### src/shared/lcdw_pkg.sv
// package: constants and carrier types for the display ram write addressing block
//------------------------------------------------------------------------------
//------------------------------------------------------------------------------
package lcdw_pkg;
  localparam int         COLS       = 40;
  localparam int         ROWS       = 4;
  localparam int         BYTE_W     = 8;
  localparam int         FIFO_DEPTH = 8;
  localparam logic [5:0] LAST_COL   = 6'h27;
  localparam logic [5:0] PTR_RST    = 6'h00;
  localparam logic [2:0] SUB_RST    = 3'h0;
  localparam logic [1:0] BANK0_ROW  = 2'h0;
  localparam logic [1:0] BANK1_ROW  = 2'h2;
  // columns written per byte, which is also the pointer increment
  localparam logic [3:0] STEP_STAT  = 4'h8;
  localparam logic [3:0] STEP_MUX2  = 4'h4;
  localparam logic [3:0] STEP_MUX3  = 4'h3;
  localparam logic [3:0] STEP_MUX4  = 4'h2;

  typedef enum logic [1:0] {
    LCDW_STATIC = 2'b00,
    LCDW_MUX2   = 2'b01,
    LCDW_MUX3   = 2'b10,
    LCDW_MUX4   = 2'b11
  } lcdw_mode_t;

  typedef enum logic {
    LCDW_IDLE  = 1'b0,
    LCDW_WRITE = 1'b1
  } lcdw_fsm_t;

  typedef logic [COLS-1:0][ROWS-1:0] lcdw_ram_t;

  typedef struct packed {
    logic       load_ptr;
    logic [5:0] ptr_value;
    logic       dev_sel;
    logic [2:0] subaddr;
    logic       bank_sel;
    logic       in_bank;
    logic       out_bank;
  } lcdw_cmd_t;
endpackage

### src/logic/lcdw_fifo.sv
// fifo: byte buffer between the command receiver and the ram writer
`timescale 1ns/1ps
module lcdw_fifo #(
  parameter int WIDTH = 8,
  parameter int DEPTH = 8
) (
  // clock, reset, enable
  input  wire logic             sys_clk,
  input  wire logic             rst,
  input  wire logic             ce,
  // fill side
  input  wire logic             in_valid,
  input  wire logic [WIDTH-1:0] in_data,
  output logic                  in_ready,
  // drain side
  output logic                  out_valid,
  output logic [WIDTH-1:0]      out_data,
  input  wire logic             out_ready
);
  localparam int AW = $clog2(DEPTH);

  typedef struct packed {
    logic [DEPTH-1:0][WIDTH-1:0] mem;
    logic [AW-1:0]               wr;
    logic [AW-1:0]               rd;
    logic [AW:0]                 cnt;
  } lcdw_fifo_st_t;

  lcdw_fifo_st_t st;
  lcdw_fifo_st_t next_st;
  logic          push;
  logic          pop;

  // depth must be a power of two so the pointers wrap by themselves
  assign in_ready  = (st.cnt != (AW+1)'(DEPTH));
  assign out_valid = (st.cnt != '0);
  assign out_data  = st.mem[st.rd];
  assign push      = in_valid && in_ready;
  assign pop       = out_valid && out_ready;

  always_comb begin
    next_st = st;
    if (push) begin
      next_st.mem[st.wr] = in_data;
      next_st.wr         = st.wr + AW'(1);
    end
    if (pop) begin
      next_st.rd = st.rd + AW'(1);
    end
    next_st.cnt = st.cnt + (AW+1)'(push) - (AW+1)'(pop);
  end

  always_ff @(posedge sys_clk) begin
    if (rst) begin
      st <= '0;
    end else if (ce) begin
      st <= next_st;
    end
  end
endmodule

### src/logic/lcdw_outsel.sv
// output row selector: picks the ram row that feeds the display register
`timescale 1ns/1ps
module lcdw_outsel (
  // configuration
  input  wire lcdw_pkg::lcdw_mode_t    mode,
  input  wire logic                    out_bank,
  input  wire logic [1:0]              phase,
  // ram image
  input  wire lcdw_pkg::lcdw_ram_t     ram,
  // selected row
  output logic [1:0]                   row_sel,
  output logic [lcdw_pkg::COLS-1:0]    seg_row
);
  logic [1:0] base;

  // banks exist only in static and 1:2
  assign base = out_bank ? lcdw_pkg::BANK1_ROW : lcdw_pkg::BANK0_ROW;

  always_comb begin
    case (mode)
      lcdw_pkg::LCDW_STATIC: row_sel = base;
      lcdw_pkg::LCDW_MUX2:   row_sel = base | {1'b0, phase[0]};
      lcdw_pkg::LCDW_MUX3:   row_sel = (phase == 2'h3) ? 2'h0 : phase;
      lcdw_pkg::LCDW_MUX4:   row_sel = phase;
      default:               row_sel = 2'h0;
    endcase
  end

  for (genvar c = 0; c < lcdw_pkg::COLS; c++) begin : g_col
    assign seg_row[c] = ram[c][row_sel];
  end
endmodule

### src/logic/lcdw_ram_writer.sv
// display ram write addressing with pointer, subaddress counter and banks
`timescale 1ns/1ps
module lcdw_ram_writer (
  // clock, reset, enable
  input  wire logic                     sys_clk,
  input  wire logic                     rst,
  input  wire logic                     ce,
  // decoded commands from the bus receiver
  input  wire lcdw_pkg::lcdw_cmd_t      cmd,
  input  wire lcdw_pkg::lcdw_mode_t     drive_mode,
  // display byte stream
  input  wire logic                     byte_valid,
  input  wire logic [7:0]               byte_data,
  output logic                          byte_ready,
  output logic                          byte_ack,
  // hardware subaddress pins
  input  wire logic                     hw_subaddr_bit0,
  input  wire logic                     hw_subaddr_bit1,
  input  wire logic                     hw_subaddr_bit2,
  // multiplex phase from the timing generator
  input  wire logic [1:0]               mux_phase,
  // display register and status
  output logic [lcdw_pkg::COLS-1:0]     disp_seg,
  output logic [1:0]                    disp_row,
  output logic [5:0]                    data_pointer,
  output logic [2:0]                    subaddr_count,
  output logic                          writer_idle
);
  //----------------------------------------------------------------------------
  // state
  //----------------------------------------------------------------------------
  typedef struct packed {
    lcdw_pkg::lcdw_fsm_t  fsm;
    lcdw_pkg::lcdw_ram_t  ram;
    logic [5:0]           ptr;
    logic [2:0]           sub;
    logic [7:0]           data;
    logic [3:0]           col;
    logic                 any_match;
    logic                 ack;
    logic                 in_bank;
    logic                 out_bank;
    logic [2:0]           hw_meta;
    logic [2:0]           hw_sub;
    logic [lcdw_pkg::COLS-1:0] disp;
    logic [1:0]           row;
  } lcdw_st_t;

  lcdw_st_t                  st;
  lcdw_st_t                  next_st;
  logic                      cmd_any;
  logic                      take;
  logic                      step;
  logic                      match;
  logic                      bank_on;
  logic [1:0]                row_base;
  logic [3:0]                steps;
  logic [2:0]                nbits;
  logic                      f_valid;
  logic [7:0]                f_data;
  logic [1:0]                row_sel;
  logic [lcdw_pkg::COLS-1:0] seg_row;
  logic [lcdw_pkg::COLS-1:0] row0_vec;
  logic [lcdw_pkg::COLS-1:0] row2_vec;

  //----------------------------------------------------------------------------
  // byte buffer
  //----------------------------------------------------------------------------
  lcdw_fifo #(
    .WIDTH (lcdw_pkg::BYTE_W),
    .DEPTH (lcdw_pkg::FIFO_DEPTH)
  ) u_fifo (
    .sys_clk   (sys_clk),
    .rst       (rst),
    .ce        (ce),
    .in_valid  (byte_valid),
    .in_data   (byte_data),
    .in_ready  (byte_ready),
    .out_valid (f_valid),
    .out_data  (f_data),
    .out_ready (take)
  );

  //----------------------------------------------------------------------------
  // output row selection
  //----------------------------------------------------------------------------
  lcdw_outsel u_outsel (
    .mode     (drive_mode),
    .out_bank (st.out_bank),
    .phase    (mux_phase),
    .ram      (st.ram),
    .row_sel  (row_sel),
    .seg_row  (seg_row)
  );

  //----------------------------------------------------------------------------
  // mode decode
  //----------------------------------------------------------------------------
  always_comb begin
    case (drive_mode)
      lcdw_pkg::LCDW_STATIC: begin
        steps = lcdw_pkg::STEP_STAT;
        nbits = 3'h1;
      end
      lcdw_pkg::LCDW_MUX2: begin
        steps = lcdw_pkg::STEP_MUX2;
        nbits = 3'h2;
      end
      lcdw_pkg::LCDW_MUX3: begin
        steps = lcdw_pkg::STEP_MUX3;
        nbits = 3'h3;
      end
      lcdw_pkg::LCDW_MUX4: begin
        steps = lcdw_pkg::STEP_MUX4;
        nbits = 3'h4;
      end
      default: begin
        steps = lcdw_pkg::STEP_STAT;
        nbits = 3'h1;
      end
    endcase
  end

  // bank switching exists only in static and 1:2
  assign bank_on  = (drive_mode == lcdw_pkg::LCDW_STATIC) || (drive_mode == lcdw_pkg::LCDW_MUX2);
  assign row_base = (bank_on && st.in_bank) ? lcdw_pkg::BANK1_ROW : lcdw_pkg::BANK0_ROW;

  // a command stalls the writer for one cycle so the two never collide
  assign cmd_any = cmd.load_ptr || cmd.dev_sel || cmd.bank_sel;
  assign take    = (st.fsm == lcdw_pkg::LCDW_IDLE) && f_valid && !cmd_any;
  assign step    = (st.fsm == lcdw_pkg::LCDW_WRITE) && !cmd_any;
  assign match   = (st.sub == st.hw_sub);

  //----------------------------------------------------------------------------
  // next state
  //----------------------------------------------------------------------------
  always_comb begin
    int bi;
    bi      = 0;
    next_st = st;
    next_st.ack = 1'b0;
    // pins come from outside the clock domain; the first stage feeds only the second
    next_st.hw_meta = {hw_subaddr_bit2, hw_subaddr_bit1, hw_subaddr_bit0};
    next_st.hw_sub  = st.hw_meta;
    next_st.disp = seg_row;
    next_st.row  = row_sel;

    if (cmd.load_ptr) begin
      next_st.ptr = cmd.ptr_value;
    end
    if (cmd.dev_sel) begin
      next_st.sub = cmd.subaddr;
    end
    if (cmd.bank_sel) begin
      next_st.in_bank  = cmd.in_bank;
      next_st.out_bank = cmd.out_bank;
    end

    case (st.fsm)
      lcdw_pkg::LCDW_IDLE: begin
        if (take) begin
          next_st.fsm       = lcdw_pkg::LCDW_WRITE;
          next_st.data      = f_data;
          next_st.col       = 4'h0;
          next_st.any_match = 1'b0;
        end
      end
      lcdw_pkg::LCDW_WRITE: begin
        if (step) begin
          // one ram column per cycle, msb first into the lowest row of the bank
          for (int r = 0; r < lcdw_pkg::ROWS; r++) begin
            bi = 7 - int'(st.col) * int'(nbits) - r;
            // in 1:3 the third column runs out of bits, so its row 2 is kept
            if (r < int'(nbits) && bi >= 0 && match) begin
              next_st.ram[st.ptr][2'(int'(row_base) + r)] = st.data[3'(bi)];
            end
          end
          next_st.any_match = st.any_match || match;
          // pointer moves whether or not this device stored the column
          if (st.ptr == lcdw_pkg::LAST_COL) begin
            next_st.ptr = 6'h00;
            next_st.sub = st.sub + 3'h1;
          end else begin
            next_st.ptr = st.ptr + 6'h01;
          end
          next_st.col = st.col + 4'h1;
          if (st.col == steps - 4'h1) begin
            next_st.fsm = lcdw_pkg::LCDW_IDLE;
            // a device that stored none of the byte stays silent
            next_st.ack = st.any_match || match;
          end
        end
      end
      default: begin
        next_st.fsm = lcdw_pkg::LCDW_IDLE;
      end
    endcase
  end

  always_ff @(posedge sys_clk) begin
    if (rst) begin
      st     <= '0;
      st.ptr <= lcdw_pkg::PTR_RST;
      st.sub <= lcdw_pkg::SUB_RST;
    end else if (ce) begin
      st <= next_st;
    end
  end

  //----------------------------------------------------------------------------
  // outputs
  //----------------------------------------------------------------------------
  assign byte_ack      = st.ack;
  assign disp_seg      = st.disp;
  assign disp_row      = st.row;
  assign data_pointer  = st.ptr;
  assign subaddr_count = st.sub;
  assign writer_idle   = (st.fsm == lcdw_pkg::LCDW_IDLE);

  //----------------------------------------------------------------------------
  // assertions
  //----------------------------------------------------------------------------
  for (genvar c = 0; c < lcdw_pkg::COLS; c++) begin : g_rowvec
    assign row0_vec[c] = st.ram[c][0];
    assign row2_vec[c] = st.ram[c][2];
  end
endmodule

### config.mk
export PLATFORM = sky130hd
export DESIGN_NAME = lcdw_ram_writer
export DESIGN_NICKNAME = d
export VERILOG_FILES = /design/src/shared/lcdw_pkg.sv /design/src/logic/lcdw_fifo.sv /design/src/logic/lcdw_outsel.sv /design/src/logic/lcdw_ram_writer.sv
export SDC_FILE = /design/constraint.sdc
export NUM_CORES = 1
export LEC_CHECK = 0
export BUFFER_PORTS_ARGS = -buffer_cell sky130_fd_sc_hd__buf_2
export CORE_ASPECT_RATIO = 0.5
export CORE_MARGIN = 2
export CORE_UTILIZATION = 65
export DETAILED_ROUTE_END_ITERATION = 8
export PLACE_DENSITY = 0.84
export SLEW_MARGIN = 10
export SYNTH_ARGS = -nofsm -noshare
export SYNTH_HDL_FRONTEND = slang
export SYNTH_SLANG_ARGS = --single-unit
### constraint.sdc
create_clock -name sys_clk -period 8.4 [get_ports sys_clk]
set_clock_uncertainty 0.05 [all_clocks]
set_input_delay 0.84 -clock sys_clk [delete_from_list [all_inputs] [get_ports sys_clk]]
set_output_delay 0.84 -clock sys_clk [all_outputs]
set_load 0.02 [all_outputs]
* Word level (Yosys, flattened, before mapping)
Index checks and enable logic that the tools add are counted.
Storage, ports and cells: flip-flop bits (word level) 308, bits of input ports 33, output and inout bits 54, word-level logic and storage cells 298
Cells by class: $add $sub $neg 15, $mul 1, magnitude comparators 26, equality and inequality tests 10, mux-type cells 147, bitwise logic cells 2, reductions and logical operators 33
Operators with widths (number):
- 160-bit 2-to-1 mux | 10
- 160-bit bitwise mux | 4
- 170-bit 2-to-1 mux | 1
- 4-bit demux with 6-bit select | 4
- 1-bit binary-select mux with 2-bit select | 40
- 64-bit bitwise mux | 1
- 32-bit by 1-bit >= comparator with 1-bit output, second input constant | 2
- 1-bit 2-to-1 mux | 56
- 8-bit binary-select mux with 3-bit select | 1
- 8-bit demux with 3-bit select | 1
- 1-bit logical AND | 20
- 3-bit by 5-bit less-than comparator with 1-bit output, second input constant | 4
- 6-bit 2-to-1 mux | 3
- 8-bit by 3-bit subtractor with 9-bit output, second input constant | 2
- 2-bit by 4-bit less-than comparator with 1-bit output, second input constant | 4
- 4-bit 2-to-1 mux | 4
- 8-bit 2-to-1 mux | 2
- 4-bit one-hot mux with 4 select lines | 1
- 1-bit binary-select mux with 3-bit select | 4
- 3-bit one-hot mux with 4 select lines | 1
- 5-bit one-hot mux with 2 select lines | 1
- 3-bit by 1-bit adder with 3-bit output, second input constant | 3
- 9-bit by 1-bit >= comparator with 1-bit output, second input constant | 1
- 9-bit 2-to-1 mux | 1
- 40 further kinds | 63

* Longest topological paths before layout
depth in word-level cells 26, depth in mapped cells 16, gate-level depth less buffers 14

* Hierarchy
From an unflattened synthesis, not the netlist that was laid out.
Second synthesis, totals: cells, all modules 1564, area total of the unflattened synthesis 14611.5 um^2
Modules (own cells, without submodules):
- lcdw_ram_writer | times used 1, cells each 997, area each 9611.7 um^2, sequential area each 4684.5 um^2
- lcdw_fifo | times used 1, cells each 334, area each 3784.9 um^2, sequential area each 1481.4 um^2
- lcdw_outsel | times used 1, cells each 233, area each 1214.9 um^2, sequential area each 0.0 um^2

* Worst setup path after synthesis
Ideal clock, no wire load.
kind input to register, from input port drive_mode[0], to register st[178] (netlist name), library setup time 92 ps, arrival 4383 ps, required time 8258 ps, setup slack 3875 ps, stages on the path 16, path buffers 2, cells stage by stage inv_1 -> ha_1 -> nor2_1 -> nor2b_1 -> fa_1 -> fa_1 -> inv_1 -> fa_1 -> or2_2 -> o21ai_0 -> o2111ai_1 -> clkbuf_1 -> nand3_1 -> clkbuf_1 -> a21oi_1 -> o32ai_1
Between the ends: word-level cells in the longest chain between the ends 24, elaborated cells on any way between the ends 86, classes of those cells 7 x add/sub; 1 x mul; 16 x order compare; 3 x eq/ne; 44 x mux; 15 x reduce/logical
RTL lines:
- start: declaration | line lcdw_ram_writer.sv:10 | input wire lcdw_pkg::lcdw_mode_t drive_mode,
- parallel branches: the longest is 23 deep, another holds 32-bit by 1-bit >= comparator with 1-bit output
- 160-bit 2-to-1 mux (*) | line lcdw_ram_writer.sv:174 | if (r < int'(nbits) && bi >= 0 && match) begin
- end signal: assignment | line lcdw_ram_writer.sv:206 | st <= next_st;
- end: declaration | line lcdw_ram_writer.sv:49 | lcdw_st_t st;
Mark *: on every way between the ends. The select of a mux whose other input is x is not followed. A chain may end at the register's enable or synchronous reset.

* Final worst setup path
from input port drive_mode[0], to register st[118] (netlist name)
The elaborated chain is that of the path after synthesis.

==> flow_summary_export.csv <==
group,metric,value,unit
outcome,status,"completed",
final_layout,fin_nets,1706,
clock_network,clock_latency,0.56,ns
sta,tightest_slew,1.27,ns
final_layout,n_fill_cell,1644,
yosys,avgSynthCellArea,8.41,sq um
sta,period_minus_slack,5.51,ns
global_routing,grt_max_degree,120,
final_layout,layout_commonest_cell,"dfxtp_1",
clock_network,clock-root-buffer,"clkbuf_16",
final_layout,drive_above_1_share,0.117,
clock_network,cts_setup_buffers,0,
detailed_routing,drt-total-wl,34.9,mm
die,start_util,0.663,
worst_setup_path,cp_num_buf_inv,3,
sta,fmax,182,MHz
final_layout,postLayoutCellArea,15400,sq um
worst_setup_path,r2r_start,"st[52]",
sta,hold_viol,0,
yosys,yosysSeqAreaShare,0.428,
clock_network,cts.path.max_buffers,3,
pwr,intPower,2.38,mW
yosys,async_flop_share,0,
pwr,power.share.switching,0.251,
worst_setup_path,start_kind,"primary input",
clock_network,cts_buffers,27,
pwr,powerDensity,206,nW/um^2
sta,finalCritPeriodShare,0.656,
worst_setup_path,path_cells,"buf_2 -> inv_1 -> ha_1 -> nor2_1 -> nor2b_1 -> fa_1 -> fa_1 -> inv_1 -> ha_1 -> a211oi_1 -> nor2_1 -> o2111ai_1 -> nand3_1 -> a21oi_1 -> o22ai_1",
clock_network,ctsHoldBuffers,0,
sta,rsz0062_at_grt,"false",
sta,maxSlewViolCount,0,
pwr,finalPower,3.17,mW
final_layout,fin_cells,1962,
global_routing,grt_pass1_wl,57.2,mm
worst_setup_path,max_stage_delay,1.10,ns
yosys,synthFlopType,"dfxtp_1",
detailed_routing,ant_nets,0,
yosys,syn_nets,1778,
global_routing,grt_util_all_layers,0.293,
detailed_routing,routed-via-count,12365,
worst_setup_path,arrival,5.90,ns
detailed_routing,avgRoutedWirePerCell,17.8,microns
worst_setup_path,crit_fanout,31,
placement,dpl-instance-area,14400,sq um
sta,setup-tns-final,0,ns
sta,setup_viol,0,
yosys,ys_ff_latch,308,
pwr,p_leak,5.46,nW
worst_setup_path,required,8.79,ns
placement,port-buffer-count,86,
die,io_pins,87,
final_layout,layout.area.seq,6170,sq um
final_layout,postLayoutCoreUtil,0.708,
final_layout,multiInputGateArea,7090,sq um
global_routing,grt_overflow_total,0,
clock_network,cts_resized,0,
yosys,netlist_area,14400,sq um
detailed_routing,route.detailed.drc,0,
clock_network,cts.clk_slew.worst_paths,0.07,ns
worst_setup_path,endpoint_kind,"register",
sta,relSlewSlack,0.153,
pwr,p_clk_frac,0.433,
worst_setup_path,slowest_stage,"nand3_1",
global_routing,grt_pass1_vias,11617,
placement,post-place-cells,1912,
worst_setup_path,crit_family,"compound AO/OA/AOI/OAI gates",
final_layout,insertedDiodeCount,0,
die,die_w,215,microns
clock_network,cts_tree,"built",
clock_network,cts_max_level,1,
worst_setup_path,startpoint,"drive_mode[0]",
hold_path,hold_start,"disp_seg[2]",
final_layout,layout_common_cells,"308 x dfxtp_1, 271 x nand2_1, 159 x a21oi_1",
run,maxCapViolations,0,
pwr,p_sw,795,uW
yosys,yosys_warnings,0,
pwr,share_comb_of_total_power,0.094,
placement,gp_congestion,0.906,
detailed_routing,vias_per_cell,6.30,
detailed_routing,dr.pass1.iters,8,
clock_network,cts_sinks,308,
global_routing,antenna_found_initial,0,
die,coreArea,21700,sq um
yosys,synth_cells,1713,
placement,dp_hpwl,21.8,mm
die,die_area,23400,sq um
detailed_routing,first_iter_violations,1293,
hold_path,hold_path.class,"reg2reg",
die,rows,38,
yosys,ys_types,64,
final_layout,syn_to_final_growth,6.75,%
pwr,ir_drop,0.140,mV
worst_setup_path,criticalPathCategory,"in2reg",
die,die_h,109,microns
yosys,synth-edff-count,0,
pwr,pwr-share-seq,0.473,
-- synthesized netlist by cell type (7+ instances only) --
master    number  share of area
dfxtp_1      308           0.43
nand2_1      271          0.071
a21oi_1      159          0.055
clkbuf_1     118          0.031
nand3_1      111          0.039
nor2b_1       84          0.036
nor2_1        80          0.021
o21ai_0       67          0.023
inv_1         54          0.014
buf_4         53          0.028
a31oi_1       49          0.021
a311oi_1      40          0.024
mux2i_1       39          0.027
ha_1          28          0.024
o211ai_1      26          0.014
o22ai_1       23          0.010
mux4_2        22          0.034
buf_2         17         0.0059
a211oi_1      16         0.0083
and2_1        12         0.0052
buf_1         12         0.0031
nor3_1        10         0.0035
o32ai_1       10         0.0061
xor2_1         9         0.0055
o311a_1        7         0.0049
-- flip-flops by register name (all words and copies together), names as in the netlist --
register,flops
st,99
u_fifo.st,74
disp_seg,40
row0_vec,40
row2_vec,40
data_pointer,6
next_st,3
subaddr_count,3
disp_row,2
byte_ack,1
-- worst min-delay path, stage by stage (launching register included) --
cell and delay (ns):
dfxtp_1 0.31, nand2_1 0.06, a21oi_1 0.05
-- cell type report --
class	instances	share of cell area
Clock buffer	38	0.0512
Clock inverter	12	0.0129
Inverter	54	0.0132
Multi-Input combinational cell	1148	0.461
Sequential cell	308	0.401
Tap cell	300	0.0244
Timing Repair Buffer	102	0.0364
-- power groups by stage --
stage          Clock (mW)  Sequential [mW]  Combinational (mW)
5_1_grt              1.44             1.50               0.323
2_1_floorplan           0             1.52               0.233
4_1_cts              1.38             1.50               0.293
3_5_place_dp            0             1.53               0.291
3_3_place_gp            0             1.53               0.281
6_report             1.37             1.50               0.298
-- routing by layer --
| layer | track usage | vias to the layer above | routed length (microns) |
|---|---|---|---|
| li1 | - | 5815 | - |
| met3 | 0.0502 | 103 | 2620 |
| met5 | 0 | - | 0 |
| met4 | 0.116 | 0 | 1200 |
| met1 | 0.389 | 5881 | 15000 |
| met2 | 0.484 | 566 | 16100 |
-- cells by family after synthesis --
kind of cell	count (synthesis)	synth area share
AND/OR/NAND/NOR	608	0.197
AO/OA/AOI/OAI	433	0.191
flip-flops	308	0.428
buffers and inverters	257	0.0838
multiplexers	61	0.0615
adder cells (fa/ha/maj)	32	0.0299
XOR/XNOR	14	0.00903
-- per-stage QoR --
stage,hold WS (ns),setup slack [ns]
6_report,0.412,2.89
5_1_grt,0.427,2.57
4_1_cts,0.413,3.03
3_5_place_dp,0.403,2.45
3_3_place_gp,0.400,2.81
2_1_floorplan,0.383,3.88
-- final timing paths --
| kind | slack, ns | endpoint | cells after the start |
|---|---|---|---|
| hold / removal | 0.41 | disp_seg[2] | 2 |
| hold reg to reg | 0.41 | disp_seg[2] | 2 |
| setup / recovery | 2.89 | st[118] | 15 |
| setup reg to reg | 3.35 | st[118] | 11 |
No activity file was read; power rests on OpenSTA's default activity.
